===== src/pkg/tts_pkg.sv =====
// Summary of operation
// [RULE1] Trigger source bit 0 takes the pin via the I/O mux; 1 is reserved.
// [RULE2] Master select 000 pulses sync out on soft update or slave reset.
// [RULE3] A slave-reset pulse in reset mode comes some cycles after the reset.
// [RULE4] Master select 001 drives sync out with the counter enable.
// [RULE5] Counter enable is the run bit, or gated mode with trigger input high.
// [RULE6] Trigger-derived enable output lags, unless master/slave sync aligns it.
// [RULE7] Master select 010 puts each update event on sync out.
// [RULE8] Master select 011 pulses on every channel 1 flag-set event.
// [RULE9] Master select 100 drives sync out from channel 1 compare reference.
// [RULE10] Master select 101 uses channel 2 compare reference; others are reserved.
// [RULE11] Invert bit 0 keeps trigger active high; 1 inverts it.
// [RULE12] Clock mode 2 enable advances the counter on each filtered trigger edge; ext_clock_tick fires on rising edges only.
// [RULE13] With clock modes 1 and 2 both on, filtered trigger clocks the counter.
// [RULE14] Software combining mode 2 with slave modes avoids trigger source 111.
// [RULE15] Clock mode 2 equals slave mode 111 with trigger source 111.
// [RULE16] Master/slave sync set delays slave trigger input events.
// [RULE17] Reset, update and compare pulses on sync out last one cycle.
package tts_pkg;
  // Register offsets (byte addresses)
  localparam logic [3:0] TTS_OFS_CTRL2  = 4'h4;
  localparam logic [3:0] TTS_OFS_SMCTRL = 4'h8;
  // Control two fields
  localparam int TTS_EXT_TRIGGER_SOURCE_SELECT_BIT = 8;
  localparam int TTS_MMS_LSB    = 4;
  // Slave mode control fields
  localparam int TTS_EXT_TRIGGER_INVERT_BIT   = 15;
  localparam int TTS_EXT_CLOCK2_ENABLE_BIT  = 14;
  localparam int TTS_MASTER_SLAVE_SYNC_BIT   = 7;
  localparam int TTS_TRIGGER_SOURCE_SELECT_LSB   = 4;
  localparam int TTS_SLAVE_MODE_SELECT_LSB  = 0;
  // Writable masks and reset values
  localparam logic [15:0] TTS_CTRL2_MASK   = 16'h0170;
  localparam logic [15:0] TTS_SMCTRL_MASK  = 16'hFFF7;
  localparam logic [15:0] TTS_CTRL2_RST    = 16'h0000;
  localparam logic [15:0] TTS_SMCTRL_RST   = 16'h0000;
  // Timing counts in kernel clocks
  localparam int TTS_RESET_LAG   = 2;
  localparam int TTS_TRIG_LAG    = 2;
  // Master output codes
  typedef enum logic [2:0] {
    TTS_MM_RESET, TTS_MM_ENABLE, TTS_MM_UPDATE,
    TTS_MM_CPULSE, TTS_MM_OC1, TTS_MM_OC2, TTS_MM_RSV6, TTS_MM_RSV7
  } tts_mm_e;
  // Slave mode codes and the filtered trigger source code
  localparam logic [2:0] TTS_SM_OFF   = 3'h0;
  localparam logic [2:0] TTS_SM_RESET = 3'h4;
  localparam logic [2:0] TTS_SM_GATED = 3'h5;
  localparam logic [2:0] TTS_SM_TRIG  = 3'h6;
  localparam logic [2:0] TTS_SM_EXT1  = 3'h7;
  localparam logic [2:0] TTS_TS_FILTERED_EXT_TRIGGER  = 3'h7;
endpackage


===== src/logic/tts_delay_line.sv =====
`timescale 1ns/1ns
`default_nettype none
// Fixed shift delay for one bit
module tts_delay_line #(
  parameter int DEPTH = 2
) (
  // Clock and reset
  input  wire logic mclk,
  input  wire logic srst,
  // Data
  input  wire logic din,
  output logic      dout
);
  logic [DEPTH-1:0] stage;

  // Shift register, cleared on reset
  always_ff @(posedge mclk) begin
    if (srst) stage <= '0;
    else      stage <= {stage[DEPTH-2:0], din};
  end

  assign dout = stage[DEPTH-1];
endmodule // tts_delay_line
`default_nettype wire


===== src/logic/tts_pin_sync.sv =====
`timescale 1ns/1ns
`default_nettype none
// Three-flop pin synchroniser; output moves when stages two and three agree
module tts_pin_sync (
  // Clock and reset
  input  wire logic mclk,
  input  wire logic srst,
  // Pin and result
  input  wire logic pin,
  output logic      level
);
  logic s1;
  logic s2;
  logic s3;

  // First flop feeds only the second
  always_ff @(posedge mclk) begin
    if (srst) begin
      s1    <= 1'b0;
      s2    <= 1'b0;
      s3    <= 1'b0;
      level <= 1'b0;
    end else begin
      s1 <= pin;
      s2 <= s1;
      s3 <= s2;
      if (s2 == s3) level <= s3;
    end
  end
endmodule // tts_pin_sync
`default_nettype wire


===== src/logic/tts_trigger_sync.sv =====
`timescale 1ns/1ns
`default_nettype none
// Trigger and synchronisation control of a general-purpose timer
module tts_trigger_sync (
  // Clock and reset
  input  wire logic        mclk,
  input  wire logic        srst,
  // Wishbone slave
  input  wire logic        wb_cyc_i,
  input  wire logic        wb_stb_i,
  input  wire logic        wb_we_i,
  input  wire logic [3:0]  wb_adr_i,
  input  wire logic [3:0]  wb_sel_i,
  input  wire logic [31:0] wb_dat_i,
  output logic      [31:0] wb_dat_o,
  output logic             wb_ack_o,
  // External trigger pin and filtered trigger from the filter stage
  input  wire logic        ext_trigger_pin,
  input  wire logic        filtered_ext_trigger,
  // Timer core events, same clock
  input  wire logic        counter_run,
  input  wire logic        soft_update_request,
  input  wire logic        slave_reset_event,
  input  wire logic        update_event,
  input  wire logic        chan1_event,
  input  wire logic        chan1_compare_ref,
  input  wire logic        chan2_compare_ref,
  input  wire logic        slave_trigger_in,
  // Outputs
  output logic             sync_trigger_out,
  output logic             ext_trigger_cond,
  output logic             counter_enable,
  output logic             slave_trigger_eff,
  output logic             ext_clock_tick,
  output logic             ext_clock_active
);
  import tts_pkg::*;

  logic [15:0] ctrlTwo;
  logic [15:0] slaveCtrl;
  logic        pinLevel;
  logic        etrPrev;
  logic        trigDelayed;
  logic        slaveResetLate;
  logic        enableLate;
  logic        next_sync;

  // Three-flop capture of the asynchronous pin
  tts_pin_sync u_pin (
    .mclk  (mclk),
    .srst  (srst),
    .pin   (ext_trigger_pin),
    .level (pinLevel)
  );

  // Decoded fields
  wire tts_mm_e master_output_select    = tts_mm_e'(ctrlTwo[TTS_MMS_LSB +: 3]);
  wire         srcSel   = ctrlTwo[TTS_EXT_TRIGGER_SOURCE_SELECT_BIT];
  wire         invert   = slaveCtrl[TTS_EXT_TRIGGER_INVERT_BIT];
  wire         clk2En   = slaveCtrl[TTS_EXT_CLOCK2_ENABLE_BIT];
  wire         msSync   = slaveCtrl[TTS_MASTER_SLAVE_SYNC_BIT];
  wire [2:0]   slvMode  = slaveCtrl[TTS_SLAVE_MODE_SELECT_LSB +: 3];
  wire [2:0]   trigSrc  = slaveCtrl[TTS_TRIGGER_SOURCE_SELECT_LSB +: 3];

  // Source 1 is reserved; the pin path is used for either value
  wire etrSelected = srcSel ? pinLevel : pinLevel; // [RULE1]
  wire etrCond     = etrSelected ^ invert;         // [RULE11]

  // Mode 1 on filtered trigger and mode 2 are the same clock path
  wire ext1OnEtr  = (slvMode == TTS_SM_EXT1) && (trigSrc == TTS_TS_FILTERED_EXT_TRIGGER);
  wire extClkOn   = clk2En || ext1OnEtr;           // [RULE13] [RULE15]
  wire etrRise    = filtered_ext_trigger && !etrPrev;

  // Master/slave sync holds the trigger for a fixed lag
  tts_delay_line #(.DEPTH(TTS_TRIG_LAG)) u_trig_dly (
    .mclk (mclk),
    .srst (srst),
    .din  (slave_trigger_in),
    .dout (trigDelayed)
  );
  wire trigEff = msSync ? trigDelayed : slave_trigger_in; // [RULE16]

  // Gated mode enable follows the effective trigger so output can be aligned
  wire gatedOn   = (slvMode == TTS_SM_GATED) && trigEff;
  wire enableNow = counter_run || gatedOn;         // [RULE5]

  // Slave-reset pulse lags the actual reset
  tts_delay_line #(.DEPTH(TTS_RESET_LAG)) u_rst_dly (
    .mclk (mclk),
    .srst (srst),
    .din  (slave_reset_event),
    .dout (slaveResetLate)
  );

  // Enable view without sync lags two cycles behind the counter
  tts_delay_line #(.DEPTH(TTS_TRIG_LAG)) u_en_dly (
    .mclk (mclk),
    .srst (srst),
    .din  (enableNow),
    .dout (enableLate)
  );
  wire gatedSrc  = (slvMode == TTS_SM_GATED) && !counter_run;
  wire enableOut = (gatedSrc && !msSync) ? enableLate : enableNow; // [RULE6]

  // Output selection; pulses come from one-cycle inputs
  always_comb begin
    unique case (master_output_select)
      TTS_MM_RESET:  next_sync = soft_update_request
                               || slaveResetLate; // [RULE2] [RULE3] [RULE17]
      TTS_MM_ENABLE: next_sync = enableOut;       // [RULE4]
      TTS_MM_UPDATE: next_sync = update_event;    // [RULE7] [RULE17]
      TTS_MM_CPULSE: next_sync = chan1_event;     // [RULE8] [RULE17]
      TTS_MM_OC1:    next_sync = chan1_compare_ref; // [RULE9]
      TTS_MM_OC2:    next_sync = chan2_compare_ref; // [RULE10]
      default:       next_sync = 1'b0;            // [RULE10]
    endcase
  end

  // Registered outputs and edge tracking
  always_ff @(posedge mclk) begin
    if (srst) begin
      sync_trigger_out  <= 1'b0;
      ext_trigger_cond  <= 1'b0;
      counter_enable    <= 1'b0;
      slave_trigger_eff <= 1'b0;
      ext_clock_tick    <= 1'b0;
      ext_clock_active  <= 1'b0;
      etrPrev           <= 1'b0;
    end else begin
      sync_trigger_out  <= next_sync;
      ext_trigger_cond  <= etrCond;
      counter_enable    <= enableNow;
      slave_trigger_eff <= trigEff;
      ext_clock_tick    <= extClkOn && etrRise; // [RULE12]
      ext_clock_active  <= extClkOn;
      etrPrev           <= filtered_ext_trigger;
    end
  end

  // Wishbone decode
  wire        wbReq   = wb_cyc_i && wb_stb_i && !wb_ack_o;
  wire        hitCtl2 = wb_adr_i == TTS_OFS_CTRL2;
  wire        hitSmc  = wb_adr_i == TTS_OFS_SMCTRL;
  wire [15:0] laneMask = {{8{wb_sel_i[1]}}, {8{wb_sel_i[0]}}};
  wire [15:0] wrCtl2  = (ctrlTwo & ~(laneMask & TTS_CTRL2_MASK))
                      | (wb_dat_i[15:0] & laneMask & TTS_CTRL2_MASK);
  wire [15:0] wrSmc   = (slaveCtrl & ~(laneMask & TTS_SMCTRL_MASK))
                      | (wb_dat_i[15:0] & laneMask & TTS_SMCTRL_MASK);
  wire [15:0] rdData  = hitCtl2 ? ctrlTwo : (hitSmc ? slaveCtrl : 16'h0000);

  // Single-wait-state slave; reserved bits stay zero
  // Trigger source 111 with mode 2 is left to software to avoid [RULE14]
  always_ff @(posedge mclk) begin
    if (srst) begin
      ctrlTwo   <= TTS_CTRL2_RST;
      slaveCtrl <= TTS_SMCTRL_RST;
      wb_ack_o  <= 1'b0;
      wb_dat_o  <= 32'h00000000;
    end else begin
      wb_ack_o <= wbReq;
      if (wbReq && wb_we_i && hitCtl2) ctrlTwo   <= wrCtl2;
      if (wbReq && wb_we_i && hitSmc)  slaveCtrl <= wrSmc;
      if (wbReq) wb_dat_o <= {16'h0000, rdData};
    end
  end
endmodule // tts_trigger_sync
`default_nettype wire


===== config.mk =====
export PLATFORM = sky130hd
export DESIGN_NAME = tts_trigger_sync
export DESIGN_NICKNAME = d
export VERILOG_FILES = /design/src/pkg/tts_pkg.sv /design/src/logic/tts_delay_line.sv /design/src/logic/tts_pin_sync.sv /design/src/logic/tts_trigger_sync.sv
export SDC_FILE = /design/constraint.sdc
export NUM_CORES = 1
export LEC_CHECK = 0
export BUFFER_PORTS_ARGS = -buffer_cell sky130_fd_sc_hd__buf_2
export CORE_MARGIN = 2
export CORE_UTILIZATION = 46
export CTS_CLUSTER_SIZE = 24
export DETAILED_ROUTE_END_ITERATION = 8
export PLACE_DENSITY = 0.79
export SYNTH_ARGS = -nofsm -noshare
export SYNTH_HDL_FRONTEND = slang
export SYNTH_SLANG_ARGS = --single-unit
export TNS_END_PERCENT = 30

===== constraint.sdc =====
create_clock -name mclk -period 2.05 [get_ports mclk]
set_clock_uncertainty 0.15 [all_clocks]
set_input_delay 0.41 -clock mclk [delete_from_list [all_inputs] [get_ports mclk]]
set_output_delay 0.41 -clock mclk [all_outputs]
set_load 0.01 [all_outputs]

### Yosys cells after proc, flatten, opt, wreduce, memory -nomap -nowiden

Index checks and enable logic that the tools add are counted.

* bits in registers: 66
* logic and storage cells: 61

* equal/unequal tests: 11
* multiplexer cells: 5
* bitwise gates (word level): 8
* reduce and logical (&&, ||, !) cells: 19

Operator list (count)
* $and A16 B16 Y16: 3
* $mux W16: 2
* $not A16 Y16: 1
* $not A9 Y16: 1
* $or A16 B16 Y16: 1
* $or A16 B9 Y16: 1
* $eq A3 B3 Y1 const B: 5
* $logic_and A1 B1 Y1: 11
* $eq A3 B2 Y1 const B: 2
* $pmux W1 S6: 1
* $eq A4 B3 Y1 const B: 1
* $eq A4 B4 Y1 const B: 1
* $logic_not A1 Y1: 4
* $eq A3 B1 Y1 const B: 1
* $logic_not A3 Y1: 1
* $logic_or A1 B1 Y1: 3
* $mux W1: 2
* $eq A1 B1 Y1: 1
* $xor A1 B1 Y1: 1

### Longest topological paths before layout

Gate-level depths: netlist of the first run.

* word-level depth: 5
* mapped depth: 5

### Hierarchy

Synthesis of the first run repeated with hierarchy kept, for this count alone.

* cell total of the unflattened synthesis: 203
* area total of the unflattened synthesis: 2029.4 um^2

Modules (own cells, without submodules)
* tts_trigger_sync: times used 1, cells an instance 181, area an instance 1759.2 um^2, sequential area each 840.8 um^2
* tts_delay_line: times used 3, cells an instance 4, area an instance 52.6 um^2, sequential area each 40.0 um^2
* tts_pin_sync: times used 1, cells an instance 10, area an instance 112.6 um^2, sequential area each 80.1 um^2

### Worst setup path before layout of the first run

No wires, ideal clock.

* kind: input-to-reg
* from: in wb_adr_i[2]
* to: reg with a tool-made name
* library setup time: 0.128 ns
* arrival: 1.599 ns
* data required time: 1.772 ns
* setup slack: 0.173 ns
* stages on the path: 4
* cells stage by stage: or4b_4 nor3_4 mux2i_1 nor2_1

RTL lines
* start: declaration: RTL line tts_trigger_sync.sv:12 `input wire logic [3:0] wb_adr_i,`

==> results.rst, run 1 <==
.. list-table::
   :header-rows: 1

   * - Metric
     - Value
   * - Total routed wirelength
     - 3950 um
   * - Count of cells resized by post-cts repair
     - 0
   * - Clock slew at the register clock pins of the worst setup and hold paths
     - 0.09 ns
   * - Mean post-synth cell area
     - ~9.9 um^2
   * - Clock tree from TritonCTS
     - yes
   * - Worst EP arrival
     - ~1.7 ns
   * - Post-synthesis async set-or-reset flop share
     - 0%
   * - Clock latency at the later pin of the worst-skew pair
     - about 0.3 ns
   * - Max-cap check violation count
     - 0
   * - Biggest area contributors in the synthesized netlist
     - sky130_fd_sc_hd__dfxtp_1 (51%), sky130_fd_sc_hd__mux2i_1 (11%), sky130_fd_sc_hd__nor2_1 (8.3%), sky130_fd_sc_hd__buf_4 (6.4%), sky130_fd_sc_hd__a22oi_1 (4.2%)
   * - Final setup violation count
     - 0
   * - Count of final hold-check violations
     - 0
   * - Largest net degree at the start of global routing
     - 30
   * - Number of nets in the layout
     - around 320
   * - Most frequent cell after synthesis
     - sky130_fd_sc_hd__dfxtp_1
   * - IO Count
     - 94
   * - Final ANT Viol Nets
     - 0
   * - Vias per cell
     - around 5
   * - Unrepaired setup endpoints after global routing
     - no
   * - Cells after Synth
     - ~200
   * - Setup slack on the worst flop-to-flop path
     - between 0.4 and 0.5 ns
   * - Number of synthesized register bits
     - between 50 and 60
   * - Worst R2R Start
     - wb_ack_o
   * - Placeable core region
     - 0.00409 mm^2
   * - Die boundary height
     - 69.8 um
   * - Residual DRC
     - 0
   * - Setup_tns
     - 0 ns
   * - Total routing usage reported by global routing
     - ~17%
   * - Cell type with the highest aggregate area in the netlist
     - sky130_fd_sc_hd__dfxtp_1
   * - Cell Count Post-Placement
     - 309
   * - Root buffer cell
     - sky130_fd_sc_hd__clkbuf_8
   * - Routed wire length per instance
     - between 10 and 15 um
   * - CP Capture Type
     - flop
   * - Count of synthesis-stage warnings from yosys
     - 0
   * - Dominant register cell in the synthesized netlist
     - sky130_fd_sc_hd__dfxtp_1
   * - Minimum clock period after layout
     - ~1.7 ns
   * - Start point of the worst hold path
     - ext_trigger_pin
   * - Routed via count
     - ~1600
   * - Critical setup path kind
     - input pin to flop
   * - Critical path data required time
     - about 2.1 ns
   * - Area of the mapped netlist
     - between 0.0015 and 0.002 mm^2
   * - Weighted congestion at the end of routability-driven global placement
     - approximately 0.76
   * - Critical path startpoint category
     - input pin
   * - HPWL Detailed
     - 2890 um
   * - Setup fix buffers added after clock tree synthesis
     - 0
   * - Outcome
     - completed
   * - Initial DRC count
     - 64
   * - Initial Util
     - between 40% and 50%
   * - Cell Rows
     - 23
   * - Number of clock sinks
     - 51
   * - Top post-synthesis cells by count
     - sky130_fd_sc_hd__dfxtp_1 (51), sky130_fd_sc_hd__nor2_1 (44), sky130_fd_sc_hd__mux2i_1 (21)
   * - Vias in the first global route
     - 1524
   * - Fraction of final layout cells sized beyond drive strength 1
     - just under 30%
   * - VDD IR max
     - between 0.4 and 0.5 mV
   * - Final critical-path share of the clock period
     - 81.5%
   * - Fillers
     - 375
   * - Total congestion overflow after global routing
     - 0
   * - Die outline width
     - 69.8 um
   * - Max FO, Critical Path
     - 7
   * - Post-synth EDFFs
     - 0
   * - Tot Pwr
     - 1.75 mW
   * - Worst min-delay path category
     - input pin to flop
   * - Count of input and output buffers
     - 57
   * - Floorplan die area
     - 0.00487 mm^2
   * - Wire length of the first global-routing pass
     - roughly 6700 um
   * - Length of the first detailed-routing pass in iterations
     - 4
   * - Share of synthesized area occupied by flip-flops and latches
     - 51.3%
   * - Slew Limit Fails
     - 0
   * - Critical Path Start
     - wb_adr_i[2]
   * - Number of hold buffers added after CTS
     - 0
   * - Number of antenna diodes
     - 0
   * - Number of antenna violations at the first check in global routing
     - 0
   * - Depth of the CTS H-tree
     - 2
   * - Static Leakage
     - around 1.1 nW
   * - R2R cell count
     - 5
   * - Count of unique library cells instantiated by Yosys
     - 28
   * - Number of clock buffers inserted by TritonCTS
     - 5
   * - Power density over the cells
     - a little over 700 mW/mm^2
   * - Post-route insts no fill
     - between 300 and 400
   * - F_max
     - about 0.60 GHz
   * - Yosys top cell area share
     - just over 50%
   * - Largest buffer count on any clock path
     - 2
   * - Layout overhead on the synthesized area
     - 22.3%
## power by group
group	internal, mW	switching, mW	total [mW]
clock network	0.277	0.323	0.600
registers	1.01	0.00686	1.01
logic	0.0608	0.0792	0.140
## cell type report
| cell class | count | area, um^2 | area share (%) |
|---|---|---|---|
| inverter | 2 | 7.51 | 0.308 |
| tap | 50 | 62.6 | 2.57 |
| multi-input combinational | 139 | 862 | 35.4 |
| clock buffer | 7 | 86.3 | 3.55 |
| timing repair buffer | 67 | 385 | 15.8 |
| clock inverter | 1 | 8.76 | 0.360 |
| sequential | 51 | 1020 | 42.0 |
## critical path: stages
cell                      delay [ns]
sky130_fd_sc_hd__buf_2          0.10
sky130_fd_sc_hd__or4b_4         0.56
sky130_fd_sc_hd__nor3_4         0.23
sky130_fd_sc_hd__buf_12         0.16
sky130_fd_sc_hd__mux2i_1        0.19
sky130_fd_sc_hd__nor2_1         0.06
## worst min-delay path by stage
stage | endpoint | slack (ns) | depth (start not counted)
global placement | ext_clock_tick | 0.23 | 1
CTS | u_pin.s1 | 0.15 | 2
floorplan | ext_clock_tick | 0.22 | 1
global route | u_rst_dly.stage[0] | 0.15 | 2
detailed placement | ext_clock_tick | 0.23 | 1
finish | u_pin.s1 | 0.16 | 2
## logic make-up (layout without fill, tap and decap cells)
group                  after synthesis  in the layout  synth area share, %
multiplexers                        21             21                 10.6
AND/OR/NAND/NOR                     77             77                 20.6
buffers and inverters               27             77                 8.36
AO/OA/AOI/OAI                       23             23                 8.55
other                                1             17                0.188
flip-flops                          51             51                 51.3
XOR/XNOR                             1              1                0.440
## routing by layer
layer / part of all wire [%] / global-route usage, %
met1: 45 / 21.4
met2: 48 / 28.3
met3: 4.9 / 4.94
met4: 1.3 / 5.98
met5: 0 / 0
## placed cells by master, fill, tap and decap left out
| cell | Yosys | routed |
|---|---|---|
| sky130_fd_sc_hd__buf_2 | 1 | 57 |
| sky130_fd_sc_hd__dfxtp_1 | 51 | 51 |
| sky130_fd_sc_hd__nor2_1 | 44 | 44 |
| sky130_fd_sc_hd__mux2i_1 | 21 | 21 |
| sky130_fd_sc_hd__conb_1 | 1 | 17 |
| sky130_fd_sc_hd__a22oi_1 | 11 | 11 |
| sky130_fd_sc_hd__nor2b_1 | 9 | 9 |
| sky130_fd_sc_hd__nor3_1 | 8 | 8 |
| sky130_fd_sc_hd__buf_4 | 17 | 8 |
| sky130_fd_sc_hd__clkbuf_8 | 0 | 6 |
| sky130_fd_sc_hd__nand2_1 | 4 | 4 |
| sky130_fd_sc_hd__a221oi_1 | 4 | 4 |
| sky130_fd_sc_hd__nand3b_1 | 2 | 2 |
| sky130_fd_sc_hd__nor3b_1 | 2 | 2 |
| sky130_fd_sc_hd__o21ai_0 | 2 | 2 |
| sky130_fd_sc_hd__inv_1 | 2 | 2 |
| sky130_fd_sc_hd__a2111oi_0 | 2 | 2 |
| sky130_fd_sc_hd__a21oi_1 | 2 | 2 |
| sky130_fd_sc_hd__nand4_1 | 2 | 2 |
| sky130_fd_sc_hd__buf_12 | 0 | 2 |
| sky130_fd_sc_hd__nor4b_2 | 1 | 1 |
| sky130_fd_sc_hd__and3b_1 | 1 | 1 |
| sky130_fd_sc_hd__nand4_2 | 1 | 1 |
| sky130_fd_sc_hd__or4b_4 | 1 | 1 |
| sky130_fd_sc_hd__nor3_4 | 1 | 1 |
| sky130_fd_sc_hd__nor4b_4 | 1 | 1 |
| sky130_fd_sc_hd__o211ai_1 | 1 | 1 |
| sky130_fd_sc_hd__a211oi_1 | 1 | 1 |
| sky130_fd_sc_hd__xnor2_1 | 1 | 1 |
| sky130_fd_sc_hd__clkinv_4 | 0 | 1 |
| sky130_fd_sc_hd__clkbuf_1 | 7 | 1 |
## metrics by stage
stage | utilization [%] | instance area (um^2) | setup WS [ns] | hold WS [ns]
finish | 59.6 | 2430 | 0.380 | 0.159
global route | 59.6 | 2430 | 0.272 | 0.154
CTS | 59.6 | 2430 | 0.379 | 0.153
detailed placement | 57.2 | 2340 | 0.0602 | 0.232
global placement | 57.2 | 2340 | 0.0879 | 0.227
floorplan | - | 2050 | 0.173 | 0.223
(Power assumes the default switching activity.)
==> run 2: changes to the inputs <==
==> constraint.sdc (replaced) <==
create_clock -name mclk -period 1.7 [get_ports mclk]
set_clock_uncertainty 0.15 [all_clocks]
set_input_delay 0.34 -clock mclk [delete_from_list [all_inputs] [get_ports mclk]]
set_output_delay 0.34 -clock mclk [all_outputs]
set_load 0.01 [all_outputs]
==> run 2 against run 1 <==
  * Utilization is 0.61 points higher
  * Sequential cell count unchanged
  * Cell count rose by 1.3%
  * Clock power increased by 11%
  * Wire length about the same
  * Highest routed layer unchanged
  * First-iteration DRC count is 16% higher
  * Via count down 0.82%
  * Register-to-register slack got worse by 0.30 ns
  * Final area is 1.0% higher
  * Sequential power is 21% higher
  * Largest power group unchanged
==> results.rst, run 2 (same netlist as run 1, synthesis figures left out) <==
.. list-table::
   :header-rows: 1

   * - Metric
     - Value
   * - Critical path startpoint category
     - input pin
   * - Power share of the clock group
     - 32.2% (-2.0 points)
   * - Critical path data required time
     - 1.74 ns (-0.36 ns)
   * - Depth of the CTS H-tree
     - 2 (unchanged)
   * - Final-layout worst hold slack
     - 0.0965 ns (-0.0628 ns)
   * - Crit path cell chain
     - buf_2, or4b_4, nor3_4, buf_12, mux2i_1, nor2_1
   * - Final design instance area without fill
     - 0.00246 mm^2 (+1.0%)
   * - Placeable core region
     - 0.00409 mm^2 (unchanged)
   * - VDD IR max
     - 0.634 mV (+40%)
   * - Cell Count Post-Placement
     - 313 (+1.3%)
   * - Largest buffer count on any clock path
     - 2 (unchanged)
   * - Internal power contribution
     - 1.58 mW (+18%)
   * - HPWL Detailed
     - 2920 um (+1.1%)
   * - Die outline width
     - 69.8 um (unchanged)
   * - Critical Path Slowest Stage Cell
     - sky130_fd_sc_hd__or4b_4
   * - Die boundary height
     - 69.8 um (unchanged)
   * - Final setup violation count
     - 0 (unchanged)
   * - Number of antenna violations at the first check in global routing
     - 0 (unchanged)
   * - Static Leakage
     - 1.14 nW (+1.0%)
   * - Worst R2R Start
     - wb_ack_o
   * - Clock tree from TritonCTS
     - yes
   * - Total routing usage reported by global routing
     - 17.0% (-0.16 points)
   * - Tot Pwr
     - 2.06 mW (+17%)
   * - Number of clock buffers inserted by TritonCTS
     - 5 (unchanged)
   * - Max FO, Critical Path
     - 7 (unchanged)
   * - Critical setup path kind
     - input pin to flop
   * - Area taken by multi-input logic gates
     - 867 um^2 (+0.58%)
   * - Number of hold buffers added after CTS
     - 0 (unchanged)
   * - Proportion of total power due to net switching
     - 23.3% (-0.037 points)
   * - Final ANT Viol Nets
     - 0 (unchanged)
   * - Number of nets in the layout
     - 325 (+1.2%)
   * - Total routed wirelength
     - 3950 um (about the same)
   * - IO Count
     - 94 (unchanged)
   * - Critical Path Start
     - wb_adr_i[2]
   * - Power density over the cells
     - 838 mW/mm^2 (+16%)
   * - Setup fix buffers added after clock tree synthesis
     - 0 (unchanged)
   * - Slew Limit Fails
     - 0 (unchanged)
   * - Setup Slack @ Placement
     - -0.172 ns (-0.232 ns)
   * - Share of power burned in registers
     - 59.4% (+1.6 points)
   * - Number of antenna diodes
     - 0 (unchanged)
   * - Unrepaired setup endpoints after global routing
     - no
   * - Power spent charging and discharging nets
     - 479 uW (+17%)
   * - Setup_tns
     - 0 ns (unchanged)
   * - Number of clock sinks
     - 51 (unchanged)
   * - Fraction of final layout cells sized beyond drive strength 1
     - 31.0% (+1.4 points)
   * - Post-route insts no fill
     - 321 (+1.3%)
   * - Cell Rows
     - 23 (unchanged)
   * - Routed via count
     - 1564 (-0.82%)
   * - Start point of the worst hold path
     - ext_trigger_pin
   * - Initial DRC count
     - 74 (+16%)
   * - Routed wire length per instance
     - 12.3 um (-1.3%)
   * - Root buffer cell
     - sky130_fd_sc_hd__clkbuf_8
   * - Max stage delay on crit path
     - 0.56 ns (about the same)
   * - Most common library cell in the layout ignoring fill and taps
     - sky130_fd_sc_hd__buf_2
   * - Max-cap check violation count
     - 0 (unchanged)
   * - Count of input and output buffers
     - 57 (unchanged)
   * - Worst min-delay path category
     - input pin to flop
   * - Fillers
     - 368 (-1.9%)
   * - Vias per cell
     - 4.87 (-2.1%)
   * - Weighted congestion at the end of routability-driven global placement
     - 0.779 (+2.5%)
   * - Sequential cell area in the final layout
     - 0.00102 mm^2 (unchanged)
   * - Layout overhead on the synthesized area
     - 23.6%
   * - Post-Route Utilization
     - 60.2% (+0.61 points)
   * - Count of final hold-check violations
     - 0 (unchanged)
   * - Vias in the first global route
     - 1496 (-1.8%)
   * - CP Capture Type
     - flop
   * - Final critical-path share of the clock period
     - between 90 and 100%
   * - Length of the first detailed-routing pass in iterations
     - 4 (unchanged)
   * - Floorplan die area
     - 0.00487 mm^2 (unchanged)
   * - Worst Slack Setup Final
     - 0.0993 ns (-0.280 ns)
   * - Wire length of the first global-routing pass
     - 6630 um (-1.6%)
   * - Residual DRC
     - 0 (unchanged)
   * - Minimum clock period after layout
     - 1.60 ns
   * - Part of the power in combinational logic
     - 8.5% (+0.5 points)
   * - F_max
     - 0.625 GHz
   * - Total congestion overflow after global routing
     - 0 (unchanged)
   * - Largest net degree at the start of global routing
     - 50 (+67%)
   * - Initial Util
     - 48.7% (unchanged)
   * - Commonest non-fill, non-tap cells in the layout
     - sky130_fd_sc_hd__buf_2 (57), sky130_fd_sc_hd__dfxtp_1 (51), sky130_fd_sc_hd__nor2_1 (44)
   * - Clock slew at the register clock pins of the worst setup and hold paths
     - 0.09 ns (about the same)
   * - Worst EP arrival
     - 1.64 ns (-0.08 ns)
   * - Outcome
     - completed
   * - Clock latency at the later pin of the worst-skew pair
     - 0.30 ns (about the same)
   * - Dpl cell area
     - 0.00237 mm^2 (+1.3%)
[run 2: power by group through the flow]
stage                     Clock [mW]  Combinational, mW  Sequential [mW]
final                          0.663              0.175             1.22
after global routing           0.738              0.193             1.23
after CTS                      0.682              0.175             1.22
after detailed placement           0              0.174             1.25
after global placement             0              0.171             1.25
after floorplan                    0              0.107             1.26
[run 2: metal layers]
layer	track usage, %	routed length [um]	vias to the layer above
li1	-	-	797
met1	20.2	1680	715
met2	28.8	1970	46
met3	5.52	250	6
met4	5.56	41	0
met5	0	0	-
[run 2: final cells by class]
class / instances / area share (%)
repair buffers: 71 / 16.9
clock buffers: 6 / 2.95
well taps: 50 / 2.54
clock inverters: 2 / 0.509
inverters: 2 / 0.305
flip-flops and latches: 51 / 41.5
multi-input cells: 139 / 35.3
[run 2: worst paths after layout]
path | endpoint | slack [ns] | depth (start not counted)
min reg2reg | ext_clock_tick | 0.25 | 1
min | u_pin.s1 | 0.1 | 2
max reg2reg | flop | 0.15 | 5
max | flop | 0.1 | 6
[run 2: critical path, delay by kind of cell]
family / cells / cell delay (ns)
simple gates: 3 / 0.84
buf+inv: 2 / 0.26
mux: 1 / 0.19
[run 2: repair_timing]
item,in CTS,in global routing
gates resized for setup,0,1
hold endpoints to repair,0,0
endpoints found under the setup margin,0,5
